### config.mk
export PLATFORM = sky130hd
export DESIGN_NAME = mwsg_cfg
export DESIGN_NICKNAME = d
export VERILOG_FILES = /design/src/logic/unused_placeholder_none.sv /design/src/logic/mwsg_pkg.sv /design/src/logic/mwsg_cfg.sv
export SDC_FILE = /design/constraint.sdc
export NUM_CORES = 1
export LEC_CHECK = 0
export BUFFER_PORTS_ARGS = -buffer_cell sky130_fd_sc_hd__buf_2
export CELL_PAD_IN_SITES_DETAIL_PLACEMENT = 1
export CELL_PAD_IN_SITES_GLOBAL_PLACEMENT = 1
export CORE_UTILIZATION = 33
export CTS_BUF_LIST = sky130_fd_sc_hd__clkbuf_4 sky130_fd_sc_hd__clkbuf_8 sky130_fd_sc_hd__clkbuf_16
export CTS_CLUSTER_DIAMETER = 60
export CTS_CLUSTER_SIZE = 8
export DETAILED_ROUTE_END_ITERATION = 7
export GPL_TIMING_DRIVEN = 0
export PLACE_DENSITY = 0.87
export SLEW_MARGIN = 20
export SYNTH_ARGS = -nofsm -noshare
export SYNTH_HDL_FRONTEND = slang
export SYNTH_SLANG_ARGS = --single-unit
### constraint.sdc
create_clock -name pclk -period 2 [get_ports pclk]
set_clock_uncertainty 0.2 [all_clocks]
set_input_delay 0.4 -clock pclk [delete_from_list [all_inputs] [get_ports pclk]]
set_output_delay 0.4 -clock pclk [all_outputs]
set_load 0.1 [all_outputs]
### src/logic/unused_placeholder_none.sv
// Intentionally holds no logic; the design is entirely in mwsg_cfg.
`timescale 1ns/1ps
`default_nettype none
`default_nettype wire

### src/logic/mwsg_pkg.sv
// Package with register map, field layout and reset values of the memory wait block.
package mwsg_pkg;

	// Byte offsets of the registers on the APB bus.
	localparam logic [7:0] MWSG_OFS_WAIT_CTRL = 8'h00;
	localparam logic [7:0] MWSG_OFS_SDRAM_CTRL = 8'h04;
	localparam logic [7:0] MWSG_OFS_STATUS = 8'h08;

	// Field positions in the area 0 access wait control register.
	localparam int MWSG_WAIT_CODE_LSB = 7;
	localparam int MWSG_WAIT_MASK_BIT = 6;

	// Field positions in the SDRAM control register.
	localparam int MWSG_ROW_LSB = 19;
	localparam int MWSG_COL_LSB = 16;

	// Reset values of the stored fields.
	localparam logic [3:0] MWSG_WAIT_CODE_RST = 4'hA;
	localparam logic MWSG_WAIT_MASK_RST = 1'b0;
	localparam logic [1:0] MWSG_ROW_RST = 2'h0;
	localparam logic [1:0] MWSG_COL_RST = 2'h0;

	// Field positions in the status register.
	localparam int MWSG_STAT_BUSY_BIT = 0;
	localparam int MWSG_STAT_EXTW_BIT = 1;
	localparam int MWSG_STAT_CNT_LSB = 8;

	// Width of the wait cycle counter; the longest wait is 24 cycles.
	localparam int MWSG_CNT_W = 5;

	// Shortest first access while the wait pin is honoured; covers both synchroniser stages.
	localparam logic [MWSG_CNT_W-1:0] MWSG_SYNC_WAIT = 5'h02;

	// States of the first access wait sequencer.
	typedef enum logic [1:0]
	{
		MWSG_IDLE,
		MWSG_COUNT,
		MWSG_EXTEND
	} mwsg_state_e;

	// Decoded SDRAM address geometry for area 2.
	typedef struct packed
	{
		logic [3:0] row_bits;
		logic [3:0] col_bits;
	} mwsg_geom_s;

	// Whole state of the block, registered in one place.
	typedef struct packed
	{
		logic [3:0] wait_code;
		logic wait_mask;
		logic [1:0] row_code;
		logic [1:0] col_code;
		logic [1:0] extw_sync;
		logic [1:0] mrst_sync;
		mwsg_state_e state;
		logic [MWSG_CNT_W-1:0] count;
		logic done;
		logic [31:0] rdata;
		logic slverr;
	} mwsg_regs_s;

endpackage : mwsg_pkg

### src/logic/mwsg_cfg.sv
// Memory wait and SDRAM geometry configuration block with its wait sequencer.
`timescale 1ns/1ps
`default_nettype none

module mwsg_cfg
	import mwsg_pkg::*;
(
	// Clock and power-on reset.
	input wire logic pclk,
	input wire logic presetn,
	// Manual reset pin, active low, asynchronous to pclk.
	input wire logic manual_reset_n,
	// APB slave port.
	input wire logic psel,
	input wire logic penable,
	input wire logic pwrite,
	input wire logic [7:0] paddr,
	input wire logic [31:0] pwdata,
	input wire logic [3:0] pstrb,
	output logic pready,
	output logic [31:0] prdata,
	output logic pslverr,
	// Memory access side.
	input wire logic access_start,
	input wire logic ext_wait_n,
	output logic access_busy,
	output logic access_done,
	// Decoded configuration for the memory controller.
	output logic ext_wait_ignored,
	output logic [MWSG_CNT_W-1:0] first_wait_cycles,
	output mwsg_geom_s area2_geometry
);

	// Current and next state of the whole block.
	mwsg_regs_s r_ff;
	mwsg_regs_s nxt_r;

	// Decoded values seen by the bus and the sequencer.
	logic [31:0] wait_word;
	logic [31:0] sdram_word;
	logic [31:0] status_word;
	logic wr_en;
	logic rd_setup;
	logic ext_wait_seen;
	logic manual_reset;
	logic [31:0] wr_merged; // Write data merged over the addressed register.
	logic [MWSG_CNT_W-1:0] start_count; // Count loaded when an access is taken.

	// Maps a four bit wait code onto its count of wait cycles.
	function automatic logic [MWSG_CNT_W-1:0] wait_cycles(input logic [3:0] code);
		logic [MWSG_CNT_W-1:0] n;
		n = 5'h00;
		case (code)
			4'h0, 4'h1, 4'h2, 4'h3, 4'h4, 4'h5, 4'h6: n = {1'b0, code};
			4'h7: n = 5'h08;
			4'h8: n = 5'h0A;
			4'h9: n = 5'h0C;
			4'hA: n = 5'h0E;
			4'hB: n = 5'h12;
			// Prohibited codes are treated as the longest wait, the safe side.
			default: n = 5'h18;
		endcase
		return n;
	endfunction : wait_cycles

	// Merges write data into a word, one byte lane per strobe bit.
	function automatic logic [31:0] merge_lanes(
		input logic [31:0] old_word,
		input logic [31:0] new_word,
		input logic [3:0] strobe
	);
		logic [31:0] w;
		w = old_word;
		for (int i = 0; i < 4; i++)
		begin
			if (strobe[i])
			begin
				w[i*8 +: 8] = new_word[i*8 +: 8];
			end
		end
		return w;
	endfunction : merge_lanes

	// Builds the read view of the wait register; all other bits stay zero.
	always_comb
	begin
		wait_word = 32'h00000000;
		wait_word[MWSG_WAIT_CODE_LSB +: 4] = r_ff.wait_code;
		wait_word[MWSG_WAIT_MASK_BIT] = r_ff.wait_mask;
	end

	// Builds the read view of the SDRAM register; bit 18 and others read zero.
	always_comb
	begin
		sdram_word = 32'h00000000;
		sdram_word[MWSG_ROW_LSB +: 2] = r_ff.row_code;
		sdram_word[MWSG_COL_LSB +: 2] = r_ff.col_code;
	end

	// Builds the read only status view of the sequencer.
	always_comb
	begin
		status_word = 32'h00000000;
		status_word[MWSG_STAT_BUSY_BIT] = (r_ff.state != MWSG_IDLE);
		status_word[MWSG_STAT_EXTW_BIT] = ext_wait_seen;
		status_word[MWSG_STAT_CNT_LSB +: MWSG_CNT_W] = r_ff.count;
	end

	// Bus decode: writes act in the access phase, reads are fetched in setup.
	assign wr_en = psel & penable & pwrite;
	assign rd_setup = psel & ~penable;

	// External wait after the synchroniser, active high.
	assign ext_wait_seen = ~r_ff.extw_sync[1];

	// Manual reset after the synchroniser, active high.
	assign manual_reset = ~r_ff.mrst_sync[1];

	// Merges the write data into the addressed register, one byte lane per strobe bit.
	always_comb
	begin
		case (paddr)
			MWSG_OFS_SDRAM_CTRL: wr_merged = merge_lanes(sdram_word, pwdata, pstrb);
			default: wr_merged = merge_lanes(wait_word, pwdata, pstrb);
		endcase
	end

	// Picks the count for a new access; an honoured pin must pass the synchroniser first.
	always_comb
	begin
		start_count = wait_cycles(r_ff.wait_code);
		// Without this floor a short access would end before the pin could be seen.
		if (!r_ff.wait_mask && (start_count < MWSG_SYNC_WAIT))
		begin
			start_count = MWSG_SYNC_WAIT;
		end
	end

	// Computes the next state of the registers, the bus and the sequencer.
	always_comb
	begin
		nxt_r = r_ff;
		nxt_r.done = 1'b0;

		// Both pins pass two flip-flops before anything reads them.
		nxt_r.extw_sync = {r_ff.extw_sync[0], ext_wait_n};
		nxt_r.mrst_sync = {r_ff.mrst_sync[0], manual_reset_n};

		// Read data is captured in the setup cycle and held through access.
		if (rd_setup)
		begin
			nxt_r.slverr = 1'b0;
			case (paddr)
				MWSG_OFS_WAIT_CTRL: nxt_r.rdata = wait_word;
				MWSG_OFS_SDRAM_CTRL: nxt_r.rdata = sdram_word;
				MWSG_OFS_STATUS: nxt_r.rdata = status_word;
				default:
				begin
					// Unmapped addresses read zero and flag an error.
					nxt_r.rdata = 32'h00000000;
					nxt_r.slverr = 1'b1;
				end
			endcase
			// Writes never carry read data back.
			if (pwrite)
			begin
				nxt_r.rdata = 32'h00000000;
			end
		end

		// Register writes take effect at the end of the access phase.
		if (wr_en)
		begin
			case (paddr)
				MWSG_OFS_WAIT_CTRL:
				begin
					// Only the stored fields are kept, reserved bits are dropped.
					nxt_r.wait_code = wr_merged[MWSG_WAIT_CODE_LSB +: 4];
					nxt_r.wait_mask = wr_merged[MWSG_WAIT_MASK_BIT];
				end
				MWSG_OFS_SDRAM_CTRL:
				begin
					// Bit 18 is not stored, so it can never read back as one.
					nxt_r.row_code = wr_merged[MWSG_ROW_LSB +: 2];
					nxt_r.col_code = wr_merged[MWSG_COL_LSB +: 2];
				end
				default:
				begin
					// Status and unmapped offsets ignore writes.
					nxt_r.rdata = r_ff.rdata;
				end
			endcase
		end

		// Wait sequencer for the first access cycle.
		case (r_ff.state)
			MWSG_IDLE:
			begin
				if (access_start)
				begin
					nxt_r.count = start_count;
					// A zero count skips straight to the external wait check.
					if (start_count == 5'h00)
					begin
						nxt_r.state = MWSG_EXTEND;
					end
					else
					begin
						nxt_r.state = MWSG_COUNT;
					end
				end
			end
			MWSG_COUNT:
			begin
				// Programmed wait cycles run out before the pin is looked at.
				nxt_r.count = r_ff.count - 5'h01;
				if (r_ff.count == 5'h01)
				begin
					nxt_r.state = MWSG_EXTEND;
				end
			end
			MWSG_EXTEND:
			begin
				// The pin stretches the access unless the mask ignores it.
				if (r_ff.wait_mask || !ext_wait_seen)
				begin
					nxt_r.state = MWSG_IDLE;
					nxt_r.done = 1'b1;
				end
			end
			default:
			begin
				nxt_r.state = MWSG_IDLE;
			end
		endcase

		// Manual reset restores the wait register and the sequencer only.
		if (manual_reset)
		begin
			nxt_r.wait_code = MWSG_WAIT_CODE_RST;
			nxt_r.wait_mask = MWSG_WAIT_MASK_RST;
			nxt_r.state = MWSG_IDLE;
			nxt_r.count = 5'h00;
			nxt_r.done = 1'b0;
			// The SDRAM fields are deliberately left as they are.
			nxt_r.row_code = r_ff.row_code;
			nxt_r.col_code = r_ff.col_code;
		end
	end

	// Registers the whole state; power-on reset loads every field with its reset value.
	always_ff @(posedge pclk or negedge presetn)
	begin
		if (!presetn)
		begin
			r_ff.wait_code <= MWSG_WAIT_CODE_RST;
			r_ff.wait_mask <= MWSG_WAIT_MASK_RST;
			r_ff.row_code <= MWSG_ROW_RST;
			r_ff.col_code <= MWSG_COL_RST;
			r_ff.extw_sync <= 2'h3;
			r_ff.mrst_sync <= 2'h3;
			r_ff.state <= MWSG_IDLE;
			r_ff.count <= 5'h00;
			r_ff.done <= 1'b0;
			r_ff.rdata <= 32'h00000000;
			r_ff.slverr <= 1'b0;
		end
		else
		begin
			r_ff <= nxt_r;
		end
	end

	// The slave answers in the first access cycle.
	assign pready = psel & penable;
	assign prdata = r_ff.rdata;
	assign pslverr = psel & penable & r_ff.slverr;

	// Sequencer outputs towards the memory controller.
	assign access_busy = (r_ff.state != MWSG_IDLE);
	assign access_done = r_ff.done;

	// Configuration outputs come straight from the stored fields.
	assign ext_wait_ignored = r_ff.wait_mask;
	assign first_wait_cycles = wait_cycles(r_ff.wait_code);

	// Decodes the area 2 geometry; a prohibited code is shown as the widest.
	always_comb
	begin
		case (r_ff.row_code)
			2'h0: area2_geometry.row_bits = 4'hB;
			2'h1: area2_geometry.row_bits = 4'hC;
			default: area2_geometry.row_bits = 4'hD;
		endcase
		case (r_ff.col_code)
			2'h0: area2_geometry.col_bits = 4'h8;
			2'h1: area2_geometry.col_bits = 4'h9;
			default: area2_geometry.col_bits = 4'hA;
		endcase
	end

endmodule : mwsg_cfg

`default_nettype wire

==> results.toml <==
[floorplanning]
core_area_um2 = 5990
die-area_um2 = 6580
die_w_um = 81.1
rows = 28
die_h_um = 81.1
ioPinCount = 102
start_util_pct = 34.5

[clock_network]
clk_pin_slew_ns = 0.07
htreeDepth = 2
cts_max_path_buffers = 2
insertion_delay_ns = 0.29
clock-sinks = 35
clockRootBuffer = "clkbuf_8"
cts_tree = "yes"
numCtsBuffers = 5

[timing]
whs_ns = -0.00872
setup_slack_ns = -0.162
rsz0062_at_grt = "yes"
hold_violations = 7
setup_viol = 5
relSlewSlack_pct = 46.4
max_freq_ghz = 0.463
finalMaxSlewViolations = 0
worst_pin_slew_ns = 0.804
final.min_clock_period_ns = 2.16
fin_crit_sh_pct = 108

[routing]
drtAntennaViolNets = 0
drc_errors = 0
viasPerCell = 4.85
post_drt_wl_per_cell_um = 15.0
firstDrtPassIters = 4
via_count = 1896
wl_mm = 5.86
drtIter0Drc = 79

[synth]
netlist_area_um2 = 2070
syn_avg_cell_area_um2 = 9.44
synth_top_area_share_pct = 35.1
synth_top_flop_cell = "dfrtp_1"
yosys-top-cells-area = "dfrtp_1 35%, buf_4 13%, dfstp_2 7.6%, nand2_1 4.2%, mux2_2 2.7%"
ys.warnings.count = 0
yosysUniqueCellTypes = 44
ys_ff_latch = 35
synth_commonest_cells = "36 x buf_4, 29 x dfrtp_1, 23 x nand2_1, 13 x nor2_1, 10 x o21ai_0"
synth_top_area_cell = "dfrtp_1"
postSynth.asyncResetShare_pct = 100
netlist_instances = 219
synth-edff-count = 0
yosysSeqAreaShare_pct = 42.7
yosysMostFrequentCell = "buf_4"

[global_routing]
grt_pass1_vias = 1949
antenna_found_initial = 0
grt_max_degree = 36
track_usage_pct = 19.5
grt_overflow = 0
grt_pass1_wl_mm = 9.58

[power_and_ir_drop]
power_mw = 1.83
p_leak_nw = 1.50
vdd_drop_max_mv = 0.332
power.density_nw_per_um2 = 619

[placement]
dp_hpwl_mm = 4.32
gp_congestion = 0.820
port_buffers = 54

[finish]
area_growth_pct = 42.7
final_net_count = 369
diodes = 0
layout-drive-gt1-share_pct = 47.5

[flow_run]
drv_cap = 0

[worst_setup_path]
path_class = "flop to output port"
crit_path_max_fanout = 5
worstSetupStartpointType = "flop"
arrival_ns = 1.56
end_kind = "output port"
worstPathRequired_ns = 1.40

[run_status]
violations = "negative hold slack, negative setup slack"
status = "finished, violations left"

[worst_hold_path]
hold_class = "primary input to asynchronous set/reset pin"
worst paths after layout:
kind,startpoint,to,slack (ns),cells after the start
setup / recovery,r_ff[51]$_DFFE_PN1P_,first_wait_cycles[3],-0.16,4
hold / removal,presetn,r_ff[46]$_DFFE_PN0P_,-0.009,1
setup reg to reg,r_ff[51]$_DFFE_PN1P_,r_ff[34]$_DFFE_PN0P_,0.12,5
hold reg to reg,nxt_r[44]$_DFF_PN1_,r_ff[44]$_DFF_PN1_,0.16,0
max in group asynchronous,presetn,r_ff[39]$_DFFE_PN0P_,1.04,1
min in group pclk,pwdata[8],r_ff[51]$_DFFE_PN1P_,0.14,3
per-stage QoR:
stage / TNS (ns) / cells / utilization, % / worst slack (ns) / instance area [um^2]
2_1_floorplan: -0.359 / 239 / - / -0.115 / 2230
3_3_place_gp: -0.346 / 368 / 43.4 / -0.132 / 2600
3_5_place_dp: -0.622 / 368 / 43.4 / -0.151 / 2600
4_1_cts: -0.470 / 385 / 47.9 / -0.161 / 2870
5_1_grt: -0.771 / 391 / 49.2 / -0.195 / 2950
6_report: -0.587 / 391 / 49.2 / -0.162 / 2950
area by class of cell:
class / count / area, um^2
Timing Repair Buffer: 70 / 489
Buffer: 44 / 340
Tap cell: 75 / 93.8
Fill cell: 711 / 3040
Inverter: 9 / 36.3
Clock buffer: 6 / 76.3
Sequential cell: 35 / 886
Clock inverter: 2 / 12.5
Multi-Input combinational cell: 150 / 1020
critical path, cell delays in order, from the launching register on:
cell and delay [ns]:
dfstp_2 0.59, buf_8 0.13, nand2_4 0.04, mux2_4 0.33, buf_12 0.17
logic make-up after synthesis:
group                      synth area share (%)
and+or+nand+nor                            19.1
AOI/OAI and AO/OA                          15.0
muxes                                      5.15
adders and majority gates                  1.21
buffers and inverters                      16.5
DFF                                        42.7
other                                     0.363
per-layer routing:
layer	global-route usage (%)	part of all wire (%)	vias to the layer above
met2	35.7	52	63
met5	0	0	-
li1	-	-	907
met1	23.2	41	917
met3	3.26	4.8	9
met4	5.89	1.6	0
placed cells by master (no fill, tap or decap), drive strengths merged, types with 2 or more instances in the layout:
| cell type | instances |
|---|---|
| a211oi | 5 |
| a21oi | 6 |
| a22o | 4 |
| a31oi | 3 |
| a41oi | 2 |
| buf | 107 |
| clkbuf | 11 |
| conb | 22 |
| dfrtp | 29 |
| dfstp | 6 |
| dlygate4sd3 | 2 |
| ha | 2 |
| inv | 9 |
| mux2 | 5 |
| mux2i | 5 |
| nand2 | 24 |
| nand2b | 3 |
| nand3 | 7 |
| nand3b | 2 |
| nand4 | 4 |
| nor2 | 13 |
| nor2b | 4 |
| nor3 | 5 |
| nor3b | 2 |
| nor4 | 2 |
| o21ai | 10 |
| o31ai | 6 |
| o41ai | 2 |
| or2 | 2 |
registers in the layout, indices dropped and copies added (netlist names):
name,cells
access_done,1
ext_wait_ignored,1
nxt_r,2
prdata,13
r_ff,18
where the power goes:
group / internal [mW] / total, mW / switching [mW]
registers: 0.741 / 0.786 / 0.0445
clock network: 0.257 / 0.519 / 0.262
logic: 0.127 / 0.523 / 0.395
total: 1.13 / 1.83 / 0.702
timing repair:
action,CTS,global route
endpoints found under the hold margin,1,1
buffers inserted,9,5
endpoints found under the setup margin,10,7
pin swaps,2,3
hold buffers,1,1
gates resized for setup,29,8
(Power assumes the default switching activity.)
